**src/rtl/blit_pkg.sv**
```systemverilog
// Shared types and timing constants of the branch and load/store issue timing block.
package blit_pkg;
  typedef enum logic [3:0] {
    CL_OTHER, CL_BRANCH, CL_LINK_RET, CL_REG_BR, CL_SR_READ, CL_SR_WRITE,
    CL_MASK_CHANGE, CL_ENDIAN, CL_LOADSTORE, CL_PRELOAD, CL_PC_LOAD
  } blit_class_t;
  typedef enum logic {ST_IDLE, ST_BUSY} blit_state_t;
  localparam int ADDR_W = 32;
  localparam int RS_DEPTH = 3;
  localparam logic [1:0] RS_FULL = 2'h3;
  localparam logic [3:0] CYC_FOLDED = 4'h0;
  localparam logic [3:0] CYC_DYN = 4'h1;
  localparam logic [3:0] CYC_STATIC_NT = 4'h1;
  localparam logic [3:0] CYC_STATIC_T = 4'h4;
  localparam logic [3:0] MISP_MAX = 4'h7;
  localparam logic [3:0] MISP_MIN = 4'h5;
  localparam logic [2:0] DIST_SAT = 3'h7;
  localparam logic [3:0] RS_HIT = 4'h4;
  localparam logic [3:0] RS_MISS = 4'h7;
  localparam logic [3:0] RS_EMPTY = 4'h5;
  localparam logic [3:0] REG_NOT_TAKEN = 4'h1;
  localparam logic [3:0] SR_READ = 4'h1;
  localparam logic [3:0] SR_FLAGS = 4'h2;
  localparam logic [3:0] SR_OTHER = 4'h4;
  localparam logic [3:0] SR_SAVED = 4'h5;
  localparam logic [3:0] MASK_ONLY = 4'h1;
  localparam logic [3:0] MASK_MODE = 4'h2;
  localparam logic [3:0] ENDIAN_CYC = 4'h1;
  localparam logic [3:0] ONE_ISSUE = 4'h1;
  localparam logic [3:0] TWO_ISSUE = 4'h2;
  localparam logic [3:0] LOAD_LAT_ADD = 4'h2;
  localparam logic [3:0] BASE_LAT = 4'h1;
  localparam logic [3:0] BASE_FWD_LAT = 4'h0;
  localparam logic [3:0] PCL_RET_HIT = 4'h4;
  localparam logic [3:0] PCL_RET_MISS = 4'h9;
  localparam logic [3:0] PCL_COND_RET = 4'h8;
  localparam logic [3:0] PCL_ONE = 4'h8;
  localparam logic [3:0] PCL_TWO = 4'h9;
endpackage : blit_pkg

```
**src/rtl/blit_rs_if.sv**
```systemverilog
// Connection between the issue controller and its return prediction stack.
`timescale 1ns/1ps
interface blit_rs_if;
  logic push;
  logic pop;
  logic [blit_pkg::ADDR_W-1:0] push_addr;
  logic [blit_pkg::ADDR_W-1:0] top;
  logic empty;
  modport ctrl (output push, output pop, output push_addr, input top, input empty);
  modport stack (input push, input pop, input push_addr, output top, output empty);
endinterface : blit_rs_if

```
**src/rtl/blit_ret_stack.sv**
```systemverilog
// Three-entry return prediction stack that drops its oldest entry when full.
`timescale 1ns/1ps
module blit_ret_stack (
  // Clock, reset and enable.
  input wire logic clk,
  input wire logic rst,
  input wire logic ce,
  // Stack port.
  blit_rs_if.stack rs
);
  logic [blit_pkg::ADDR_W-1:0] ent_reg [blit_pkg::RS_DEPTH];
  wire logic [blit_pkg::ADDR_W-1:0] ent_next [blit_pkg::RS_DEPTH];
  logic [1:0] cnt_reg;
  logic [1:0] cnt_next;
  logic pop_ok;

  // A pop of an empty stack is ignored.
  assign pop_ok = rs.pop && (cnt_reg != 2'h0);
  assign rs.top = ent_reg[0];
  assign rs.empty = (cnt_reg == 2'h0);

  // Entry zero is the top; a push shifts down and the oldest falls off the end.
  generate
    for (genvar i = 0; i < blit_pkg::RS_DEPTH; i++) begin : g_ent
      wire logic [blit_pkg::ADDR_W-1:0] up_val;
      wire logic [blit_pkg::ADDR_W-1:0] dn_val;
      if (i == 0) begin : g_first
        assign up_val = rs.push_addr;
      end else begin : g_up
        assign up_val = ent_reg[i-1];
      end
      if (i == blit_pkg::RS_DEPTH - 1) begin : g_last
        assign dn_val = 32'h0000_0000;
      end else begin : g_dn
        assign dn_val = ent_reg[i+1];
      end
      assign ent_next[i] = (rs.push && pop_ok) ? ((i == 0) ? rs.push_addr : ent_reg[i]) :
                           rs.push ? up_val : pop_ok ? dn_val : ent_reg[i];
    end
  endgenerate

  // Occupancy saturates at the depth so an overflow keeps the newest entries.
  always_comb begin
    cnt_next = cnt_reg;
    if (rs.push && !pop_ok && (cnt_reg != blit_pkg::RS_FULL)) begin
      cnt_next = cnt_reg + 2'h1;
    end else if (pop_ok && !rs.push) begin
      cnt_next = cnt_reg - 2'h1;
    end
  end

  // Stack storage.
  always_ff @(posedge clk or posedge rst) begin
    if (rst) begin
      ent_reg <= '{default: 32'h0000_0000};
      cnt_reg <= 2'h0;
    end else if (ce) begin
      ent_reg <= ent_next;
      cnt_reg <= cnt_next;
    end
  end

  property p_rs_push_top;
    @(posedge clk) disable iff (rst || !ce)
    rs.push |=> (rs.top == $past(rs.push_addr)) && !rs.empty;
  endproperty
  a_rs_push_top: assert property (p_rs_push_top) else $error("pushed address not on top");

  property p_rs_depth;
    @(posedge clk) disable iff (rst || !ce)
    (cnt_reg == blit_pkg::RS_FULL) && rs.push && !rs.pop |=> cnt_reg == blit_pkg::RS_FULL;
  endproperty
  a_rs_depth: assert property (p_rs_depth) else $error("full stack changed depth");
endmodule : blit_ret_stack

```
**src/rtl/blit_misp.sv**
```systemverilog
// Mispredict penalty from the distance to the last flag-setting instruction.
`timescale 1ns/1ps
module blit_misp (
  // Clock, reset and enable.
  input wire logic clk,
  input wire logic rst,
  input wire logic ce,
  // Flag producer and penalty.
  input wire logic flag_set,
  output logic [3:0] cost
);
  logic [2:0] dist_reg;
  logic [2:0] dist_next;
  logic [3:0] gap;

  // Cycles since the last flag setter, saturating.
  always_comb begin
    dist_next = dist_reg;
    if (flag_set) begin
      dist_next = 3'h0;
    end else if (dist_reg != blit_pkg::DIST_SAT) begin
      dist_next = dist_reg + 3'h1;
    end
  end

  // Distance register.
  always_ff @(posedge clk or posedge rst) begin
    if (rst) begin
      dist_reg <= blit_pkg::DIST_SAT;
    end else if (ce) begin
      dist_reg <= dist_next;
    end
  end

  // Penalty is the larger of the shrunk maximum and the floor.
  assign gap = blit_pkg::MISP_MAX - {1'b0, dist_reg};
  assign cost = (gap > blit_pkg::MISP_MIN) ? gap : blit_pkg::MISP_MIN;

  property p_misp_near;
    @(posedge clk) disable iff (rst || !ce)
    flag_set |=> cost == blit_pkg::MISP_MAX;
  endproperty
  a_misp_near: assert property (p_misp_near) else $error("near penalty not seven");

  property p_misp_range;
    @(posedge clk) disable iff (rst)
    (cost >= blit_pkg::MISP_MIN) && (cost <= blit_pkg::MISP_MAX);
  endproperty
  a_misp_range: assert property (p_misp_range) else $error("penalty out of range");
endmodule : blit_misp

```
**src/rtl/blit_issue_timing.sv**
```systemverilog
// Issue timing controller for branches, status updates and single loads and stores.
`timescale 1ns/1ps
module blit_issue_timing (
  // Clock, reset and enable.
  input wire logic clk,
  input wire logic rst,
  input wire logic ce,
  // Instruction offered for issue.
  input wire logic op_valid,
  input wire blit_pkg::blit_class_t op_class,
  input wire logic op_cond,
  input wire logic op_cond_pass,
  input wire logic op_taken,
  input wire logic op_link,
  input wire logic [31:0] op_target,
  input wire logic [31:0] op_ret_addr,
  // Branch prediction state.
  input wire logic pred_dynamic,
  input wire logic pred_dyn_correct,
  input wire logic pred_folded,
  input wire logic pred_static_taken,
  input wire logic flag_set,
  // Status update attributes.
  input wire logic sr_saved,
  input wire logic sr_flags_status_only,
  input wire logic mask_mode_change,
  // Load and store attributes.
  input wire logic ls_load,
  input wire logic ls_reg_offset,
  input wire logic ls_offset_neg,
  input wire logic ls_shift_ok,
  input wire logic ls_writeback,
  input wire logic ls_base_sp,
  input wire logic unaligned_en,
  input wire logic ls_operand_unaligned,
  input wire logic ls_final_unaligned,
  // Preload outcome.
  input wire logic preload_fault,
  input wire logic preload_hit,
  input wire logic preload_abort,
  // Timing results.
  output logic issue_ready_reg,
  output logic done_reg,
  output logic [3:0] cycles_reg,
  output logic [3:0] mem_cycles_reg,
  output logic [3:0] result_lat_reg,
  output logic result_valid_reg,
  output logic early_base_reg,
  output logic early_offset_reg,
  output logic [3:0] base_lat_reg,
  output logic lsu_hold_reg,
  output logic preload_drop_reg,
  output logic mispredict_reg
);
  blit_rs_if rs_if ();
  logic [3:0] misp_cost;
  logic accept;
  blit_pkg::blit_state_t state_reg;
  blit_pkg::blit_state_t state_next;
  logic [3:0] rem_reg;
  logic [3:0] rem_next;
  logic ready_next;
  logic done_next;
  logic prev_wb_reg;
  logic [3:0] cost;
  logic [3:0] mem;
  logic [3:0] lat;
  logic [3:0] iss;
  logic [3:0] base_lat;
  logic lat_v;
  logic eb;
  logic eo;
  logic hold;
  logic misp;
  logic drop;
  logic push;
  logic pop;
  logic one;
  logic pot;
  logic is_ret;
  logic rs_hit;

  // Single-issue addressing: immediate, or positive register unshifted or shifted by two.
  function automatic logic one_issue(input logic reg_off, input logic neg, input logic sh_ok);
    return !reg_off || (!neg && sh_ok);
  endfunction : one_issue

  blit_ret_stack u_stack (
    .clk(clk),
    .rst(rst),
    .ce(ce),
    .rs(rs_if.stack)
  );

  blit_misp u_misp (
    .clk(clk),
    .rst(rst),
    .ce(ce),
    .flag_set(flag_set),
    .cost(misp_cost)
  );

  // An instruction is taken only while no earlier one is still occupying the pipe.
  assign accept = ce && op_valid && (state_reg == blit_pkg::ST_IDLE);
  assign rs_if.push = accept && push;
  assign rs_if.pop = accept && pop;
  assign rs_if.push_addr = op_ret_addr;

  // Cycle, memory and latency figures for the offered instruction.
  always_comb begin
    one = one_issue(ls_reg_offset, ls_offset_neg, ls_shift_ok);
    iss = one ? blit_pkg::ONE_ISSUE : blit_pkg::TWO_ISSUE;
    pot = unaligned_en && ls_operand_unaligned;
    is_ret = ls_base_sp && !ls_reg_offset;
    rs_hit = !rs_if.empty && (rs_if.top == op_target);
    cost = blit_pkg::CYC_DYN;
    mem = 4'h0;
    lat = 4'h0;
    lat_v = 1'b0;
    eb = 1'b0;
    eo = 1'b0;
    hold = 1'b0;
    misp = 1'b0;
    drop = 1'b0;
    push = 1'b0;
    pop = 1'b0;
    case (op_class)
      blit_pkg::CL_BRANCH: begin
        push = op_link && op_taken;
        if (pred_dynamic && pred_dyn_correct) begin
          cost = pred_folded ? blit_pkg::CYC_FOLDED : blit_pkg::CYC_DYN;
        end else if (!pred_dynamic && (pred_static_taken == op_taken)) begin
          cost = op_taken ? blit_pkg::CYC_STATIC_T : blit_pkg::CYC_STATIC_NT;
        end else begin
          cost = misp_cost;
          misp = 1'b1;
        end
      end
      blit_pkg::CL_LINK_RET: begin
        pop = op_taken && !rs_if.empty;
        if (op_cond) begin
          cost = misp_cost;
          misp = 1'b1;
        end else if (rs_if.empty) begin
          cost = blit_pkg::RS_EMPTY;
        end else if (rs_hit) begin
          cost = blit_pkg::RS_HIT;
        end else begin
          cost = blit_pkg::RS_MISS;
          misp = 1'b1;
        end
      end
      blit_pkg::CL_REG_BR: begin
        push = op_link && op_taken;
        if (op_cond && !op_taken) begin
          cost = blit_pkg::REG_NOT_TAKEN;
        end else begin
          cost = misp_cost;
          misp = 1'b1;
        end
      end
      blit_pkg::CL_SR_READ: cost = blit_pkg::SR_READ;
      blit_pkg::CL_SR_WRITE: begin
        if (sr_saved) begin
          cost = blit_pkg::SR_SAVED;
        end else if (sr_flags_status_only) begin
          cost = blit_pkg::SR_FLAGS;
        end else begin
          cost = blit_pkg::SR_OTHER;
        end
      end
      blit_pkg::CL_MASK_CHANGE: begin
        cost = mask_mode_change ? blit_pkg::MASK_MODE : blit_pkg::MASK_ONLY;
      end
      blit_pkg::CL_ENDIAN: cost = blit_pkg::ENDIAN_CYC;
      blit_pkg::CL_LOADSTORE, blit_pkg::CL_PRELOAD: begin
        eb = one;
        eo = ls_reg_offset;
        hold = pot;
        cost = iss;
        mem = iss + {3'h0, pot};
        lat = iss + blit_pkg::LOAD_LAT_ADD + {3'h0, unaligned_en && ls_final_unaligned};
        lat_v = ls_load && (op_class == blit_pkg::CL_LOADSTORE);
        drop = (op_class == blit_pkg::CL_PRELOAD) &&
               (preload_fault || preload_hit || preload_abort);
      end
      blit_pkg::CL_PC_LOAD: begin
        eb = one;
        eo = ls_reg_offset;
        mem = iss;
        if (!op_cond_pass) begin
          cost = iss;
          lat = iss + blit_pkg::LOAD_LAT_ADD;
          lat_v = 1'b1;
        end else if (is_ret) begin
          pop = !rs_if.empty;
          if (op_cond || rs_if.empty) begin
            cost = blit_pkg::PCL_COND_RET;
          end else if (rs_hit) begin
            cost = blit_pkg::PCL_RET_HIT;
          end else begin
            cost = blit_pkg::PCL_RET_MISS;
            misp = 1'b1;
          end
        end else begin
          cost = one ? blit_pkg::PCL_ONE : blit_pkg::PCL_TWO;
        end
      end
      default: cost = blit_pkg::CYC_DYN;
    endcase
    // Back-to-back writeback accesses see the new base at once.
    base_lat = (prev_wb_reg && ls_writeback) ? blit_pkg::BASE_FWD_LAT : blit_pkg::BASE_LAT;
  end

  // Sequencer: holds issue for all but the last cycle of the instruction.
  always_comb begin
    state_next = state_reg;
    rem_next = rem_reg;
    ready_next = issue_ready_reg;
    done_next = 1'b0;
    case (state_reg)
      blit_pkg::ST_IDLE: begin
        if (accept) begin
          if (cost < 4'h2) begin
            done_next = 1'b1;
          end else begin
            state_next = blit_pkg::ST_BUSY;
            rem_next = cost - 4'h2;
            ready_next = 1'b0;
          end
        end
      end
      blit_pkg::ST_BUSY: begin
        if (rem_reg == 4'h0) begin
          state_next = blit_pkg::ST_IDLE;
          ready_next = 1'b1;
          done_next = 1'b1;
        end else begin
          rem_next = rem_reg - 4'h1;
        end
      end
      default: begin
        state_next = blit_pkg::ST_IDLE;
        ready_next = 1'b1;
      end
    endcase
  end

  // Sequencer and result registers; results other than the preload drop pulse load when an instruction is taken.
  always_ff @(posedge clk or posedge rst) begin
    if (rst) begin
      state_reg <= blit_pkg::ST_IDLE;
      rem_reg <= 4'h0;
      issue_ready_reg <= 1'b1;
      done_reg <= 1'b0;
      prev_wb_reg <= 1'b0;
      cycles_reg <= 4'h0;
      mem_cycles_reg <= 4'h0;
      result_lat_reg <= 4'h0;
      result_valid_reg <= 1'b0;
      early_base_reg <= 1'b0;
      early_offset_reg <= 1'b0;
      base_lat_reg <= blit_pkg::BASE_LAT;
      lsu_hold_reg <= 1'b0;
      preload_drop_reg <= 1'b0;
      mispredict_reg <= 1'b0;
    end else if (ce) begin
      state_reg <= state_next;
      rem_reg <= rem_next;
      issue_ready_reg <= ready_next;
      done_reg <= done_next;
      preload_drop_reg <= accept && drop;
      if (accept) begin
        prev_wb_reg <= ls_writeback && (op_class == blit_pkg::CL_LOADSTORE);
        cycles_reg <= cost;
        mem_cycles_reg <= mem;
        result_lat_reg <= lat;
        result_valid_reg <= lat_v;
        early_base_reg <= eb;
        early_offset_reg <= eo;
        base_lat_reg <= base_lat;
        lsu_hold_reg <= hold;
        mispredict_reg <= misp;
      end
    end
  end

  property p_static_taken;
    @(posedge clk) disable iff (rst)
    accept && (op_class == blit_pkg::CL_BRANCH) && !pred_dynamic && pred_static_taken && op_taken
      |=> (cycles_reg == 4'h4) && !mispredict_reg;
  endproperty
  a_static_taken: assert property (p_static_taken) else $error("static taken not 4");

  property p_saved_write;
    @(posedge clk) disable iff (rst || !ce)
    accept && (op_class == blit_pkg::CL_SR_WRITE) && sr_saved
      |=> !issue_ready_reg[*4] ##1 (done_reg && issue_ready_reg && cycles_reg == 4'h5);
  endproperty
  a_saved_write: assert property (p_saved_write) else $error("saved write not 5 cycles");

  property p_ret_hit;
    @(posedge clk) disable iff (rst)
    accept && (op_class == blit_pkg::CL_LINK_RET) && !op_cond && !rs_if.empty &&
      (rs_if.top == op_target) |=> cycles_reg == 4'h4;
  endproperty
  a_ret_hit: assert property (p_ret_hit) else $error("return hit not 4");

  property p_two_issue;
    @(posedge clk) disable iff (rst)
    accept && (op_class == blit_pkg::CL_LOADSTORE) && ls_load && ls_reg_offset &&
      ls_offset_neg && !unaligned_en
      |=> (mem_cycles_reg == 4'h2) && (result_lat_reg == 4'h4) && !early_base_reg;
  endproperty
  a_two_issue: assert property (p_two_issue) else $error("two-issue load timing");

  property p_final_ua;
    @(posedge clk) disable iff (rst)
    accept && (op_class == blit_pkg::CL_LOADSTORE) && ls_load && !ls_reg_offset &&
      unaligned_en && ls_operand_unaligned && ls_final_unaligned
      |=> (result_lat_reg == 4'h4) && (mem_cycles_reg == 4'h2) && lsu_hold_reg;
  endproperty
  a_final_ua: assert property (p_final_ua) else $error("unaligned load timing");

  property p_fwd;
    @(posedge clk) disable iff (rst)
    accept && (op_class == blit_pkg::CL_LOADSTORE) && ls_writeback
      ##1 (state_reg == blit_pkg::ST_IDLE) && accept &&
      (op_class == blit_pkg::CL_LOADSTORE) && ls_writeback |=> base_lat_reg == 4'h0;
  endproperty
  a_fwd: assert property (p_fwd) else $error("base not forwarded");

  property p_preload_drop;
    @(posedge clk) disable iff (rst)
    accept && (op_class == blit_pkg::CL_PRELOAD) && preload_hit
      |=> preload_drop_reg && !result_valid_reg;
  endproperty
  a_preload_drop: assert property (p_preload_drop) else $error("preload not dropped");

  property p_pc_fail;
    @(posedge clk) disable iff (rst)
    accept && (op_class == blit_pkg::CL_PC_LOAD) && !op_cond_pass && !ls_reg_offset
      |=> (cycles_reg == 4'h1) && (result_lat_reg == 4'h3);
  endproperty
  a_pc_fail: assert property (p_pc_fail) else $error("failed pc load timing");
endmodule : blit_issue_timing

```
**config.mk**
```make
export PLATFORM = sky130hd
export DESIGN_NAME = blit_issue_timing
export DESIGN_NICKNAME = d
export VERILOG_FILES = /design/src/rtl/blit_pkg.sv /design/src/rtl/blit_rs_if.sv /design/src/rtl/blit_ret_stack.sv /design/src/rtl/blit_misp.sv /design/src/rtl/blit_issue_timing.sv
export SDC_FILE = /design/constraint.sdc
export NUM_CORES = 1
export LEC_CHECK = 0
export ABC_AREA = 1
export BUFFER_PORTS_ARGS = -buffer_cell sky130_fd_sc_hd__buf_2
export CAP_MARGIN = 40
export CORE_ASPECT_RATIO = 1.4
export CORE_MARGIN = 2
export CORE_UTILIZATION = 35
export CTS_CLUSTER_SIZE = 20
export DETAILED_ROUTE_END_ITERATION = 7
export PLACE_DENSITY = 0.54
export SLEW_MARGIN = 0
export SYNTH_ARGS = -nofsm -noshare
export SYNTH_HDL_FRONTEND = slang
export SYNTH_HIERARCHICAL = 1
export SYNTH_SLANG_ARGS = --single-unit
export TNS_END_PERCENT = 30
```
**constraint.sdc**
```tcl
create_clock -name clk -period 2.9 [get_ports clk]
set_input_delay 0.29 -clock clk [delete_from_list [all_inputs] [get_ports clk]]
set_output_delay 0.29 -clock clk [all_outputs]
set_load 0.05 [all_outputs]
```
### Word level (Yosys, flattened, before mapping)

Index checks and enable logic that the tools add are counted.

| operators by class | value |
|---|---|
| $add $sub $neg | 9 |
| order comparisons | 2 |
| eq/ne operators | 16 |
| muxes and demuxes | 70 |
| bitwise gates (word level) | 2 |
| reduce and logical (&&, ||, !) cells | 52 |

Operators with widths:

| operator | number |
|---|---|
| two-way mux 32 bit | 7 |
| two-way mux 4 bit | 12 |
| equality test 32 bit | 1 |
| two-way mux 1 bit | 29 |
| case mux 4 bit (7 select lines) | 1 |
| logical AND 1 bit | 24 |
| two-way mux 3 bit | 6 |
| case mux 4 bit (2 select lines) | 2 |
| equality test 4 bit (second input constant) | 3 |
| two-way mux 2 bit | 6 |
| case mux 1 bit (2 select lines) | 5 |
| equality test 4 x 2 -> 1 bit (second input constant) | 2 |
| equality test 4 x 3 -> 1 bit (second input constant) | 2 |
| inequality test 2 bit (second input constant) | 4 |
| AND reduction 2 bit | 4 |
| AND reduction 4 bit | 2 |
| nonzero test 2 bit | 4 |
| logical NOT 1 bit | 7 |
| case mux 3 bit (2 select lines) | 1 |
| adder 4 x 1 -> 4 bit | 1 |
| equality test 4 x 1 -> 1 bit (second input constant) | 1 |
| greater-than comparator 4 x 3 -> 1 bit (second input constant) | 1 |
| logical NOT 4 bit | 1 |
| logical OR 1 bit | 4 |
| 19 further kinds | 21 |

| word-level totals | value |
|---|---|
| register bits | 131 |
| output and inout port bits | 24 |
| word-level logic and storage cells | 171 |

### Longest topological paths before layout

| depth | value |
|---|---|
| depth after elaboration | 12 |
| depth in mapped cells | 17 |

### Hierarchy

The synthesis kept the hierarchy.

Modules (own cells, without submodules):

| module | times used | cells an instance | area each (um^2) | sequential area each (um^2) |
|---|---|---|---|---|
| blit_ret_stack | 1 | 504 | 4,548.1 | 2,452.4 |
| blit_issue_timing | 1 | 367 | 2,313.5 | 628.1 |
| blit_misp | 1 | 34 | 259.0 | 78.8 |

### Least setup slack after synthesis

OpenSTA, ideal clock, no wires.

| timing path | value |
|---|---|
| kind | register to register |
| start point | register state_reg |
| end point | register u_stack.ent_reg (netlist bit u_stack/g_ent[0].dn_val[13]) |
| library setup time | 0.123 ns |
| arrival | 2.883 ns |
| required time | 2.777 ns |
| path slack | -0.106 ns |
| stages on the path, launching flop included | 15 |
| buffers on the path | 5 |
| clock period less this slack | 3.006 ns |
| cells stage by stage | dfrtp_1 -> clkbuf_1 -> nor3_1 -> nand3_1 -> nor4_1 -> inv_2 -> buf_2 -> buf_2 -> ha_1 -> nand2_2 -> inv_2 -> buf_6 -> buf_6 -> nor2_1 -> a21oi_2 |

| on the way | value |
|---|---|
| elaborated cells between the ends (all ways) | 10 |
| classes of those cells | mux: 1; bitwise: 2; reduce/logical: 7 |

RTL lines:

| what | line | source |
|---|---|---|
| from (decl) | blit_issue_timing.sv:58 | `blit_pkg::blit_state_t state_reg;` |
| from (signal assigned) | blit_issue_timing.sv:252 | `state_reg <= blit_pkg::ST_IDLE;` |
| from (signal assigned) | blit_issue_timing.sv:268 | `state_reg <= state_next;` |
| NOT 1 bit * | - |  |
| logical AND 1 bit * | blit_issue_timing.sv:104 | `assign accept = ce && op_valid && (state_reg == blit_pkg::ST_IDLE);` |
| logical AND 1 bit * | blit_issue_timing.sv:105 | `assign rs_if.push = accept && push;` |
| named net rs_if.push | blit_rs_if.sv:4 | `logic push;` |
| logical AND 1 bit | blit_ret_stack.sv:37 | `assign ent_next[i] = (rs.push && pop_ok) ? ((i == 0) ? rs.push_addr : ent_reg[i]) :` |
| NOT 1 bit (no source line) | - |  |
| AND reduction 3 bit (no source line) | - |  |
| to (signal assigned) | blit_ret_stack.sv:58 | `ent_reg <= ent_next;` |
| to (decl) | blit_ret_stack.sv:11 | `logic [blit_pkg::ADDR_W-1:0] ent_reg [blit_pkg::RS_DEPTH];` |

The timed path passes the listed nets; every way through them passes the cells marked *.
A chain may end at the register's enable or synchronous reset.

### Worst setup path in the final report

| timing path | value |
|---|---|
| start point | register state_reg |
| end point | register u_stack.ent_reg (netlist bit u_stack/g_ent[0].dn_val[11]) |

The elaborated chain is that of the path after synthesis.

==> results.ini <==
[clock_network]
cts_tree=done
cts_sinks=126
clk_latency_ns=0.42
cts_resized=0
postCtsSetupRepairBufs=0
postCtsHoldBufs=1
clkSlewWorstSetupHoldPaths_ns=0.06
h-tree-depth=4
cts-buffers-inserted=17
clockRootBuffer=clkbuf_16
cts_max_path_buffers=2

[layout]
instances_no_fill=1276
n_antenna_cell=0
finalNetCount=1120
stdcell_area_mm2=0.00854
drive_above_1_share_pct=23.6
largest_reg_flops=64
areaGrowthSynthToFinish_pct=19.9

[synthesis]
ys.flop_type=dfrtp_1
yosysWarningCount=6
synthTopCellsByCount=245 x nand2_1, 121 x dfrtp_1, 96 x nor2_1
synth-async-reset-ratio_pct=100
synth.distinct_cells=42
synth_most_common_cell=nand2_1
syn_area_mm2=0.00712
ys_seq_elements=126
synth.top_cell.area_share_pct=42.5
synthCells=905
synth_top_area_cell=dfrtp_1
synth_edf_count=0
avgSynthCellArea_um2=7.87
ys_seq_area_share_pct=44.4
synth.area.top_cells=dfrtp_1 43%, nand2_1 13%, nor2_1 5.1%

[setup_path]
worst_setup_path_start_kind=register
critPathRequiredTime_ns=3.23
crit_arrival_ns=2.81
worstPathMaxFanout=83
end_kind=register
r2r_cells=10
r2r_slack_ns=0.42
critical_path_class=reg -> reg
r2r_end=u_stack/g_ent[0].dn_val[11]$_DFFE_PP0P_
r2r-start=state_reg$_DFFE_PP0P_

[global_routing]
grt_first_pass_wirelength_um=29400
grt_max_degree=85
grt_pass1_vias=5939
track_usage_pct=17.0
antenna_found_initial=0
grt-ovfl-total=0

[timing]
hold_slack_ns=0.0639
finClkSkew_ns=0.0145
drv_slew=0
worst_pin_slew_ns=0.834
relSlewSlack_pct=44.4
fmax_ghz=0.404
finalCriticalPeriod_ns=2.48
rsz0062_at_grt=no
hold_viol=0
final.setup.worst_slack_ns=0.424
tns_ns=0
finalCritPeriodShare_pct=85.4
setup_viol=0

[floorplanning]
ioPinCount=120
coreArea_mm2=0.0199
rows=61
die_y_um=173
start_util_pct=35.7
dieArea_mm2=0.0215
die_w_um=125

[routing]
wire_per_inst_um=14.0
via_per_inst=4.74
drtIter0Drc=392
vias=6053
routed_wl_um=17800
ant_nets=0
dr.pass1.iters=4
drc=0

[min_path]
worstHoldPathType=in -> reg
hold-path-endpoint=base_lat_reg[0]$_DFFE_PP1P_
min_from=ls_writeback
whs_path_depth=2

[placement]
place_ws_ns=0.394
dp_cells=1243
hpwlAfterDp_um=12500
placed_area_mm2=0.00793
gp_congestion=0.826
numPortBuffers=114

[outcome]
run_status=completed

[run]
max_cap_viol_count=0

[pwr]
powerDensity_mw_per_mm2=645
peakVddDrop_mv=0.379
p_leak_nw=4.16

==> final cells by class <==
class                           instances  area (um2)
Clock buffer                           20         467
Inverter                              104         393
Tap cell                              252         315
Clock inverter                         12         134
Fill cell                            2039       11400
Multi-Input combinational cell        633        3310
Timing Repair Buffer                  129         756
Sequential cell                       126        3160
==> metal layers <==
layer,GRT usage (%),share of wire [%],routed length [um]
met2,30.3,52,9300
met4,4.35,0.70,125
met1,20.5,43,7740
met3,4.08,3.6,639
met5,0,0,0
==> cells in the final DEF (no fill, tap or decap), types with 13 or more instances in the layout <==
master     count
xnor2_1       22
a21oi_1       27
inv_1         94
dfrtp_1      121
a31oi_1       35
buf_2        114
nand2_1      245
nor2_1        96
o21ai_0       37
clkbuf_16     17
nand3_1       43
a21oi_2       20
o31ai_1       14
ha_1          13
==> worst max path at each step <==
stage,startpoint,endpoint
3_3_place_gp,op_class[0],u_stack/g_ent[0].dn_val[11]$_DFFE_PP0P_
5_1_grt,state_reg$_DFFE_PP0P_,u_stack/g_ent[0].dn_val[10]$_DFFE_PP0P_
4_1_cts,state_reg$_DFFE_PP0P_,u_stack/g_ent[0].dn_val[11]$_DFFE_PP0P_
3_5_place_dp,op_class[0],u_stack/g_ent[0].dn_val[11]$_DFFE_PP0P_
6_report,state_reg$_DFFE_PP0P_,u_stack/g_ent[0].dn_val[11]$_DFFE_PP0P_
2_1_floorplan,state_reg$_DFFE_PP0P_,u_stack/g_ent[0].dn_val[13]$_DFFE_PP0P_
==> worst max-delay path, cell delays in order, from the launching register on <==
cell and delay, ns:
dfrtp_1 0.39, nor3_2 0.25, nand3_1 0.13, nor4_2 0.43, inv_2 0.07, ha_1 0.31, nand2_2 0.07, inv_2 0.07
buf_12 0.33, o21ai_0 0.16, o22ai_1 0.14
==> stage by stage <==
step | utilization, % | power [W]
2_1_floorplan | - | 0.00306
3_3_place_gp | 39.7 | 0.00339
3_5_place_dp | 39.8 | 0.00340
4_1_cts | 42.9 | 0.00560
5_1_grt | 42.9 | 0.00583
6_report | 42.9 | 0.00551
==> cell families (layout without fill, tap and decap cells) <==
| group | after synthesis | after routing | share of synthesized area (%) |
|---|---|---|---|
| compound gates | 170 | 170 | 16.2 |
| flops | 126 | 126 | 44.4 |
| other cells | 2 | 6 | 0.105 |
| xor+xnor | 22 | 22 | 2.71 |
| simple gates | 422 | 422 | 24.9 |
| buf+inv | 150 | 265 | 9.47 |
| fa+ha+maj | 13 | 13 | 2.28 |
==> report_power, final <==
group / switching, W / leakage, nW / internal (W)
combinational: 0.000709 / 2.33 / 0.000420
clock: 0.000815 / 0.281 / 0.00134
sequential: 0.000198 / 1.55 / 0.00203
Note: power is estimated with default switching activity, not from simulation.
